File: config.mk
export PLATFORM = sky130hd
export DESIGN_NAME = adccal_ctrl
export DESIGN_NICKNAME = d
export VERILOG_FILES = /design/src/adccal_pkg.sv /design/src/adccal_ctrl.sv
export SDC_FILE = /design/constraint.sdc
export NUM_CORES = 1
export LEC_CHECK = 0
export ABC_AREA = 1
export BUFFER_PORTS_ARGS = -buffer_cell sky130_fd_sc_hd__buf_2
export CAP_MARGIN = 20
export CORE_ASPECT_RATIO = 1.5
export CORE_UTILIZATION = 58
export CTS_CLUSTER_DIAMETER = 60
export CTS_CLUSTER_SIZE = 14
export DETAILED_ROUTE_END_ITERATION = 6
export HOLD_SLACK_MARGIN = 0.1
export PLACE_DENSITY = 0.85
export SLEW_MARGIN = 10
export SYNTH_ARGS = -nofsm -noshare
export SYNTH_HDL_FRONTEND = slang
export SYNTH_SLANG_ARGS = --single-unit
File: constraint.sdc
create_clock -name mclk_i -period 2.38 [get_ports mclk_i]
set_input_delay 0.119 -clock mclk_i [delete_from_list [all_inputs] [get_ports mclk_i]]
set_output_delay 0.119 -clock mclk_i [all_outputs]
set_load 0.005 [all_outputs]
File: src/adccal_pkg.sv
// package for the adc calibration and power-down control block
`default_nettype none
package adccal_pkg;

	// ==========================================================
	// register map (16-bit registers, printed offsets)
	localparam logic [7:0] ADDR_APDLY_EN = 8'h01;
	localparam logic [7:0] ADDR_CLK_TERM = 8'h02;
	localparam logic [7:0] ADDR_APDLY_VAL = 8'h0c;
	localparam logic [7:0] ADDR_ALARM_CTRL = 8'h14;
	localparam int BIT_APDLY_EN = 0;
	localparam int BIT_TERM_SEL = 14;
	localparam int BIT_ALARM_OFF = 14;
	localparam logic [15:0] RST_APDLY_EN = 16'h0000;
	localparam logic [15:0] RST_CLK_TERM = 16'h0000;
	localparam logic [15:0] RST_APDLY_VAL = 16'h0000;
	localparam logic [15:0] RST_ALARM_CTRL = 16'h4000;

	// ==========================================================
	// codes and timing
	localparam logic [7:0] CODE_MIN = 8'h00;
	localparam logic [7:0] CODE_MAX = 8'hff;
	localparam int POWERON_DLY_CYC = 8388608;
	localparam int REQ_QUAL_CYC = 80;
	// power-up strap is taken once the pin synchroniser has settled
	localparam int STRAP_DLY_CYC = 4;
	// calibration time in ns as printed, cycles at 200 MHz (5 ns)
	localparam int CAL_TIME_NS = 1160000;
	localparam int CLK_PERIOD_NS = 5;
	localparam int CAL_CYC = CAL_TIME_NS / CLK_PERIOD_NS;

	// ==========================================================
	// types
	typedef enum logic [2:0] {
		ST_PWRUP = 3'b000,
		ST_IDLE = 3'b001,
		ST_CAL = 3'b010,
		ST_SLEEP = 3'b011
	} adccal_state_t;

	typedef struct packed {
		logic wr;
		logic [7:0] addr;
		logic [15:0] wdata;
	} adccal_regwr_t;

	typedef struct packed {
		logic apdly_en;
		logic [15:0] apdly_val;
		logic term_150;
	} adccal_clkcfg_t;

endpackage : adccal_pkg
`default_nettype wire

File: src/adccal_ctrl.sv
// calibration sequencing, sleep control, range alarm and clock config registers
`timescale 1ns/100ps
`default_nettype none

// Summary of operation
// - alarm high while either result clipped
// - alarm meaningless during calibration; host ignores
// - alarm disabled at reset, bit14 clear enables
// - termination select bit: 100 or 150 ohm
// - aperture delay from sixteen-bit value register
// - aperture delay applied only when enabled
// - calibrate after power-up and on request
// - calibration active high for whole calibration
// - power-on calibration after fixed delay count
// - request pin high at power-up skips calibration
// - calibration starts 80 cycles after pin high
// - data outputs released while sleep pin high
// - sleep waits for running calibration to finish
// - sleep at power-up postpones calibration
// - requests ignored entirely while asleep
module adccal_ctrl #(
	parameter int PWRUP_CYC = adccal_pkg::POWERON_DLY_CYC,
	parameter int CALIB_CYC = adccal_pkg::CAL_CYC
) (
	// clock and reset
	input wire logic mclk_i,
	input wire logic srst_i,
	// control pins
	input wire logic cal_req_i,
	input wire logic sleep_pin_i,
	// converter results, accurate unclipped value, two converters
	input wire logic signed [9:0] conv_a_i,
	input wire logic signed [9:0] conv_b_i,
	// register write and read ports
	input wire adccal_pkg::adccal_regwr_t regwr_i,
	input wire logic [7:0] rd_addr_i,
	output logic [15:0] rd_data_o,
	// indicators and controls
	output logic calib_active_o,
	output logic range_alarm_pos_o,
	output logic range_alarm_neg_o,
	output logic data_oe_n_o,
	output adccal_pkg::adccal_clkcfg_t clkcfg_o
);

	// counters are 24 bits wide; a longer count would be cut to 24 bits and finish early
	if (PWRUP_CYC < 2 || CALIB_CYC < 2 ||
		PWRUP_CYC > 2**24 || CALIB_CYC > 2**24) begin : g_bad_counts
		$error("adccal_ctrl: counts out of range");
	end

	// ==========================================================
	// pin synchronisers, change counts once stages two and three agree
	logic [2:0] cal_sync_r;
	logic [2:0] slp_sync_r;
	logic cal_lvl_r;
	logic slp_lvl_r;
	always_ff @(posedge mclk_i) begin
		if (srst_i) begin
			cal_sync_r <= 3'h0;
			slp_sync_r <= 3'h0;
			cal_lvl_r <= 1'b0;
			slp_lvl_r <= 1'b0;
		end else begin
			cal_sync_r <= {cal_sync_r[1:0], cal_req_i};
			slp_sync_r <= {slp_sync_r[1:0], sleep_pin_i};
			if (cal_sync_r[1] == cal_sync_r[2]) begin
				cal_lvl_r <= cal_sync_r[2];
			end
			if (slp_sync_r[1] == slp_sync_r[2]) begin
				slp_lvl_r <= slp_sync_r[2];
			end
		end
	end

	// ==========================================================
	// registers
	logic [15:0] apdly_en_r;
	logic [15:0] clk_term_r;
	logic [15:0] apdly_val_r;
	logic [15:0] alarm_ctrl_r;
	always_ff @(posedge mclk_i) begin
		if (srst_i) begin
			apdly_en_r <= adccal_pkg::RST_APDLY_EN;
			clk_term_r <= adccal_pkg::RST_CLK_TERM;
			apdly_val_r <= adccal_pkg::RST_APDLY_VAL;
			alarm_ctrl_r <= adccal_pkg::RST_ALARM_CTRL;
		end else if (regwr_i.wr) begin
			case (regwr_i.addr)
				adccal_pkg::ADDR_APDLY_EN: apdly_en_r <= regwr_i.wdata;
				adccal_pkg::ADDR_CLK_TERM: clk_term_r <= regwr_i.wdata;
				adccal_pkg::ADDR_APDLY_VAL: apdly_val_r <= regwr_i.wdata;
				adccal_pkg::ADDR_ALARM_CTRL: alarm_ctrl_r <= regwr_i.wdata;
				default: ;
			endcase
		end
	end

	// unmapped addresses read zero
	always_ff @(posedge mclk_i) begin
		if (srst_i) begin
			rd_data_o <= 16'h0000;
		end else begin
			case (rd_addr_i)
				adccal_pkg::ADDR_APDLY_EN: rd_data_o <= apdly_en_r;
				adccal_pkg::ADDR_CLK_TERM: rd_data_o <= clk_term_r;
				adccal_pkg::ADDR_APDLY_VAL: rd_data_o <= apdly_val_r;
				adccal_pkg::ADDR_ALARM_CTRL: rd_data_o <= alarm_ctrl_r;
				default: rd_data_o <= 16'h0000;
			endcase
		end
	end

	// delay value is zeroed when disabled: enabling alone costs sfdr, keep values small
	always_ff @(posedge mclk_i) begin
		if (srst_i) begin
			clkcfg_o <= '0;
		end else begin
			clkcfg_o.apdly_en <= apdly_en_r[adccal_pkg::BIT_APDLY_EN];
			clkcfg_o.apdly_val <= apdly_en_r[adccal_pkg::BIT_APDLY_EN] ?
				apdly_val_r : 16'h0000;
			clkcfg_o.term_150 <= clk_term_r[adccal_pkg::BIT_TERM_SEL];
		end
	end

	// ==========================================================
	// request qualification: low 80, then high 80, start 80 after rise
	logic [6:0] low_cnt_r;
	logic [6:0] high_cnt_r;
	logic low_ok_r;
	logic cal_lvl_d_r;
	logic req_pulse;
	// synchroniser latency adds a few cycles on top of the 80-cycle start delay
	assign req_pulse = cal_lvl_r && low_ok_r &&
		(high_cnt_r == 7'(adccal_pkg::REQ_QUAL_CYC - 1));
	always_ff @(posedge mclk_i) begin
		if (srst_i) begin
			low_cnt_r <= 7'h00;
			high_cnt_r <= 7'h00;
			low_ok_r <= 1'b0;
			cal_lvl_d_r <= 1'b0;
		end else begin
			cal_lvl_d_r <= cal_lvl_r;
			if (cal_lvl_r != cal_lvl_d_r) begin
				low_cnt_r <= 7'h00;
				high_cnt_r <= 7'h00;
				if (cal_lvl_r == 1'b0) begin
					low_ok_r <= 1'b0;
				end
			end else if (!cal_lvl_r) begin
				if (low_cnt_r != 7'(adccal_pkg::REQ_QUAL_CYC - 1)) begin
					low_cnt_r <= low_cnt_r + 7'h01;
				end else begin
					low_ok_r <= 1'b1;
				end
			end else if (low_ok_r) begin
				if (req_pulse) begin
					low_ok_r <= 1'b0;
				end else begin
					high_cnt_r <= high_cnt_r + 7'h01;
				end
			end
		end
	end

	// ==========================================================
	// sequencer
	adccal_pkg::adccal_state_t state_r;
	logic [23:0] pwr_cnt_r;
	logic [23:0] cal_cnt_r;
	logic pwr_done_r;
	logic skip_pwron_r;
	logic strap_taken_r;
	always_ff @(posedge mclk_i) begin
		if (srst_i) begin
			state_r <= adccal_pkg::ST_PWRUP;
			pwr_cnt_r <= 24'h000000;
			cal_cnt_r <= 24'h000000;
			pwr_done_r <= 1'b0;
			skip_pwron_r <= 1'b0;
			strap_taken_r <= 1'b0;
		end else begin
			case (state_r)
				adccal_pkg::ST_PWRUP: begin
					// strap caught after reset once synchronisers settle
					if (!strap_taken_r && pwr_cnt_r == 24'(adccal_pkg::STRAP_DLY_CYC)) begin
						strap_taken_r <= 1'b1;
						skip_pwron_r <= cal_lvl_r;
					end
					if (pwr_cnt_r != 24'(PWRUP_CYC - 1)) begin
						pwr_cnt_r <= pwr_cnt_r + 24'h000001;
					end else if (!slp_lvl_r) begin
						pwr_done_r <= 1'b1;
						cal_cnt_r <= 24'h000000;
						state_r <= skip_pwron_r ? adccal_pkg::ST_IDLE
							: adccal_pkg::ST_CAL;
					end
				end
				adccal_pkg::ST_IDLE: begin
					if (slp_lvl_r) begin
						state_r <= adccal_pkg::ST_SLEEP;
					end else if (req_pulse) begin
						cal_cnt_r <= 24'h000000;
						state_r <= adccal_pkg::ST_CAL;
					end
				end
				adccal_pkg::ST_CAL: begin
					// sleep is only looked at once the run is over
					if (cal_cnt_r == 24'(CALIB_CYC - 1)) begin
						state_r <= slp_lvl_r ? adccal_pkg::ST_SLEEP
							: adccal_pkg::ST_IDLE;
					end else begin
						cal_cnt_r <= cal_cnt_r + 24'h000001;
					end
				end
				adccal_pkg::ST_SLEEP: begin
					// requests are dropped here, never queued
					if (!slp_lvl_r) begin
						state_r <= adccal_pkg::ST_IDLE;
					end
				end
				default: state_r <= adccal_pkg::ST_PWRUP;
			endcase
		end
	end

	// ==========================================================
	// outputs
	logic clip_a;
	logic clip_b;
	assign clip_a = (conv_a_i < 10'sd0) || (conv_a_i > $signed({2'b00, adccal_pkg::CODE_MAX}));
	assign clip_b = (conv_b_i < 10'sd0) || (conv_b_i > $signed({2'b00, adccal_pkg::CODE_MAX}));
	always_ff @(posedge mclk_i) begin
		if (srst_i) begin
			calib_active_o <= 1'b0;
			range_alarm_pos_o <= 1'b0;
			range_alarm_neg_o <= 1'b1;
			data_oe_n_o <= 1'b1;
		end else begin
			calib_active_o <= (state_r == adccal_pkg::ST_CAL);
			// value during calibration is not meaningful to the host
			range_alarm_pos_o <= !alarm_ctrl_r[adccal_pkg::BIT_ALARM_OFF] &&
				(clip_a || clip_b);
			range_alarm_neg_o <= !(!alarm_ctrl_r[adccal_pkg::BIT_ALARM_OFF] &&
				(clip_a || clip_b));
			data_oe_n_o <= slp_lvl_r || (state_r == adccal_pkg::ST_SLEEP);
		end
	end

	// ==========================================================
	// checks
	chk_alarm_pair: assert property (@(posedge mclk_i) disable iff (srst_i)
		range_alarm_pos_o != range_alarm_neg_o) else $error("alarm pair not complementary");
	chk_alarm_off: assert property (@(posedge mclk_i) disable iff (srst_i)
		alarm_ctrl_r[adccal_pkg::BIT_ALARM_OFF] |=> !range_alarm_pos_o)
		else $error("alarm while disabled");
	chk_term_sel: assert property (@(posedge mclk_i) disable iff (srst_i)
		##1 clkcfg_o.term_150 == $past(clk_term_r[adccal_pkg::BIT_TERM_SEL]))
		else $error("termination mismatch");
	chk_apdly_gate: assert property (@(posedge mclk_i) disable iff (srst_i)
		!clkcfg_o.apdly_en |-> clkcfg_o.apdly_val == 16'h0000) else $error("delay while off");
	chk_cal_flag: assert property (@(posedge mclk_i) disable iff (srst_i)
		(state_r == adccal_pkg::ST_CAL) |=> calib_active_o) else $error("active flag low");
	chk_req_start: assert property (@(posedge mclk_i) disable iff (srst_i)
		(req_pulse && state_r == adccal_pkg::ST_IDLE && !slp_lvl_r)
		|=> state_r == adccal_pkg::ST_CAL ##1 calib_active_o) else $error("request lost");
	chk_sleep_wait: assert property (@(posedge mclk_i) disable iff (srst_i)
		(state_r == adccal_pkg::ST_CAL && cal_cnt_r != 24'(CALIB_CYC - 1))
		|=> state_r == adccal_pkg::ST_CAL) else $error("calibration cut short");
	chk_sleep_ign: assert property (@(posedge mclk_i) disable iff (srst_i)
		(state_r == adccal_pkg::ST_SLEEP) |=> state_r != adccal_pkg::ST_CAL)
		else $error("cal in sleep");
	chk_pwrup_hold: assert property (@(posedge mclk_i) disable iff (srst_i)
		(state_r == adccal_pkg::ST_PWRUP && slp_lvl_r) |=> state_r == adccal_pkg::ST_PWRUP)
		else $error("cal during sleep strap");
	chk_data_hiz: assert property (@(posedge mclk_i) disable iff (srst_i)
		slp_lvl_r |=> data_oe_n_o) else $error("data driven in sleep");

	// ==========================================================
	// power-up, strap, qualification and clip alarm checks
	chk_pwrup_wait: assert property (@(posedge mclk_i) disable iff (srst_i)
		(state_r == adccal_pkg::ST_PWRUP && pwr_cnt_r != 24'(PWRUP_CYC - 1))
		|=> state_r == adccal_pkg::ST_PWRUP) else $error("power-on delay cut short");
	chk_pwrup_once: assert property (@(posedge mclk_i) disable iff (srst_i)
		pwr_done_r |-> state_r != adccal_pkg::ST_PWRUP)
		else $error("power-up delay entered twice");
	chk_strap_skip: assert property (@(posedge mclk_i) disable iff (srst_i)
		(state_r == adccal_pkg::ST_PWRUP && skip_pwron_r) |=> state_r != adccal_pkg::ST_CAL)
		else $error("power-on cal despite strap");
	chk_qual_restart: assert property (@(posedge mclk_i) disable iff (srst_i)
		(cal_lvl_r != cal_lvl_d_r) |=> (low_cnt_r == 7'h00 && high_cnt_r == 7'h00))
		else $error("qualification not restarted");
	chk_alarm_clip: assert property (@(posedge mclk_i) disable iff (srst_i)
		(!alarm_ctrl_r[adccal_pkg::BIT_ALARM_OFF] &&
		(conv_a_i[9:8] != 2'b00 || conv_b_i[9:8] != 2'b00)) |=> range_alarm_pos_o)
		else $error("clip not flagged");

endmodule : adccal_ctrl

`default_nettype wire

==> results.yml <==
critical_path:
  crit_required_ns: 2.71
  path_cells: "ha_1 -> inv_2 -> nor2_2 -> nand2_2 -> nor2_4 -> nand3_1 -> nand2_2 -> nand3_4 -> nand2_2 -> nand2_1 -> nand2_1 -> inv_1"
  worstSetupEndpointType: "flip-flop"
  crit_type: "flip-flop to flip-flop"
  arrival_ns: 2.47
  path_delay_family: "simple AND/OR/NAND/NOR gates"
  max_stage_delay_ns: 0.41
  cp_slowest_cell: "dfxtp_1"
  crit_buf_inv: 2
  startpoint_type: "flip-flop"
  path_max_fanout: 17
  crit_path_frequent_cell: "nand2_2"
  rrSetupSlack_ns: 0.24
grt:
  grt_pass1_vias: 7799
  gr-usage-all-layers_pct: 30.0
  grt.overflow.total: 0
  grt_pass1_wl_um: 34800
  antenna_found_initial: 0
  grt_max_degree: 45
clock_tree:
  clock_path_buffers: 2
  hold_buffers: 22
  cts_made_buffers: 17
  cts_tree: "built"
  clkSinkCount: 178
  h-tree-depth: 4
  cts.repair.resized: 0
  clk_pin_slew_ns: 0.07
  cts_setup_buffers: 0
  clk_latency_ns: 0.43
  clockRootBuffer: "clkbuf_16"
route:
  drt_pass1_iterations: 5
  vias: 8080
  ant_nets: 0
  via_per_inst: 5.60
  drt-wirelength-per-cell_um: 14.6
  drc: 0
  initialDrtViolationCount: 447
  wl_um: 21000
cells_and_area:
  fin_nets: 1333
  drive_above_1_share_pct: 12.1
  multi_input_area_um2: 3790
  area_delta_synth_final_pct: 16.7
  final_cell_mix: "nand2_1 (220), dfxtp_1 (178), nor2_1 (174)"
  layout.area.seq_um2: 3560
  final.fill_count: 1082
  stdcell_count: 1443
  antennaDiodeCount: 0
  layout_commonest_cell: "nand2_1"
power_and_ir_drop:
  irDropWorstVdd_mv: 0.611
  p_per_area_nw_per_um2: 623
  p_leak_nw: 3.82
yosys:
  yosysTopAreaCell: "dfxtp_1"
  syn_inst: 1171
  ys_seq_area_share_pct: 43.9
  synthDistinctLibCells: 41
  synth_warnings: 0
  synth_enable_flop_cells: 0
  syn_nets: 1235
  ys_seq_elements: 178
  synth.cell_area_um2: 8120
  synthFlopType: "dfxtp_1"
  synth_area_per_cell_um2: 6.93
  synth_top_area_share_pct: 43.9
  ys_top_cells_by_area: "dfxtp_1 (44%), nand2_1 (10%), nor2_1 (8.0%), inv_1 (7.1%), a21oi_1 (6.5%)"
  async_reset_ff_share_pct: 0
timing:
  worst_pin_slew_ns: 0.665
  period_share_pct: 89.7
  setup_violations: 0
  timing.fmax_ghz: 0.468
  clock_skew_ns: 0.0104
  layout_min_cycle_time_ns: 2.14
  slew_violations: 0
  rsz0062_at_grt: "false"
  finalHoldViolCount: 0
  maxSlewHeadroom_pct: 55.6
  fin_tns_setup_ns: 0
placement:
  placedCellCount: 1390
  portBuffers: 78
  gp_congestion: 0.974
  place.detailed.hpwl_um: 14000
run:
  cap_violations: 0
die:
  die_w_um: 98.6
  core_um2: 13600
  rows: 52
  die-area_um2: 14500
  die_h_um: 147
  io_pins: 95
  start_util_pct: 59.7
outcome:
  status: "finished clean"
min_path:
  min_path_type: "input port to flip-flop"
[sequential cells by signal, summed over array words and instances, names as in the netlist, 2 cells and up]
name,flops
high_cnt_r,7
apdly_val_r,16
cal_cnt_r,24
rd_data_o,16
apdly_en_r,16
cal_sync_r,3
slp_sync_r,3
clkcfg_o,18
low_cnt_r,7
clk_term_r,16
state_r,2
alarm_ctrl_r,16
pwr_cnt_r,24
[synthesized netlist by cell type, types with 2 or more instances]
cell type	instances
clkbuf_1	28
nand3b_1	2
or2_2	5
nor4_1	5
nand4_1	20
dfxtp_1	178
nand3_4	2
a211oi_1	17
buf_2	6
nor2_2	4
nand2_1	220
nor2_1	174
nor2_4	4
nor3b_1	4
nor3_1	18
xor2_1	7
inv_1	154
nand3_1	86
o22ai_1	10
inv_2	4
ha_1	7
a21oi_1	106
nand2_2	5
o21ai_0	85
buf_6	3
o211ai_1	2
[power breakdown]
part	leakage [nW]	internal, mW	switching (mW)
logic	2.11	0.0914	0.140
clock network	0.279	1.38	1.28
registers	1.44	2.99	0.0135
total	3.82	4.47	1.43
[logic make-up (layout without fill, tap and decap cells)]
| group | after synthesis | count (layout) | synth area share [%] |
|---|---|---|---|
| AO/OA/AOI/OAI | 226 | 226 | 14.9 |
| XOR/XNOR | 7 | 7 | 0.755 |
| adder cells (fa/ha/maj) | 7 | 7 | 1.08 |
| buffers and inverters | 198 | 308 | 9.54 |
| flip-flops | 178 | 178 | 43.9 |
| AND/OR/NAND/NOR | 555 | 555 | 29.8 |
[worst paths after layout]
kind | from | end | cells past startpoint
worst min register to register | cal_sync_r[0]$_SDFF_PP0_ | cal_sync_r[1]$_SDFF_PP0_ | 2
worst max-delay path | pwr_cnt_r[0]$_SDFFE_PP0P_ | cal_cnt_r[9]$_SDFFE_PP0P_ | 12
worst min-delay path | srst_i | cal_cnt_r[4]$_SDFFE_PP0P_ | 2
worst max register to register | pwr_cnt_r[0]$_SDFFE_PP0P_ | cal_cnt_r[9]$_SDFFE_PP0P_ | 12
[worst reg2reg max path, cell delays in order (launching register included)]
cell     delay [ns]
dfxtp_1        0.41
ha_1           0.26
inv_2          0.07
nor2_2         0.14
nand2_2        0.13
nor2_4         0.19
nand3_1        0.10
nand2_2        0.16
nand3_4        0.24
nand2_2        0.19
nand2_1        0.07
nand2_1        0.05
inv_1          0.03
[metrics by stage]
| stage | hold WS [ns] | power, mW | util (%) | area [µm²] | worst slack [ns] |
|---|---|---|---|---|---|
| 2_1_floorplan | 0.226 | 3.18 | - | 8120 | 0.679 |
| 3_3_place_gp | 0.322 | 3.27 | 63.9 | 8690 | 0.339 |
| 3_5_place_dp | 0.327 | 3.27 | 63.9 | 8690 | 0.304 |
| 4_1_cts | 0.107 | 5.91 | 69.7 | 9470 | 0.262 |
| 5_1_grt | 0.114 | 6.09 | 69.7 | 9470 | 0.0271 |
| 6_report | 0.110 | 5.90 | 69.7 | 9470 | 0.244 |
[layout make-up]
type | instances | area share, %
multi-input cells | 795 | 40.0
flip-flops and latches | 178 | 37.6
repair buffers | 118 | 8.00
inverters | 159 | 6.30
clock buffers | 17 | 4.49
well taps | 162 | 2.14
clock inverters | 14 | 1.44
[metal layers]
layer,track usage (%),vias up,routed length [µm]
met2,56.3,297,11100
li1,-,3997,-
met3,5.66,85,1130
met1,30.7,3701,7810
met5,0,-,0
met4,17.5,0,955
Note: power is estimated with default switching activity, not from simulation.
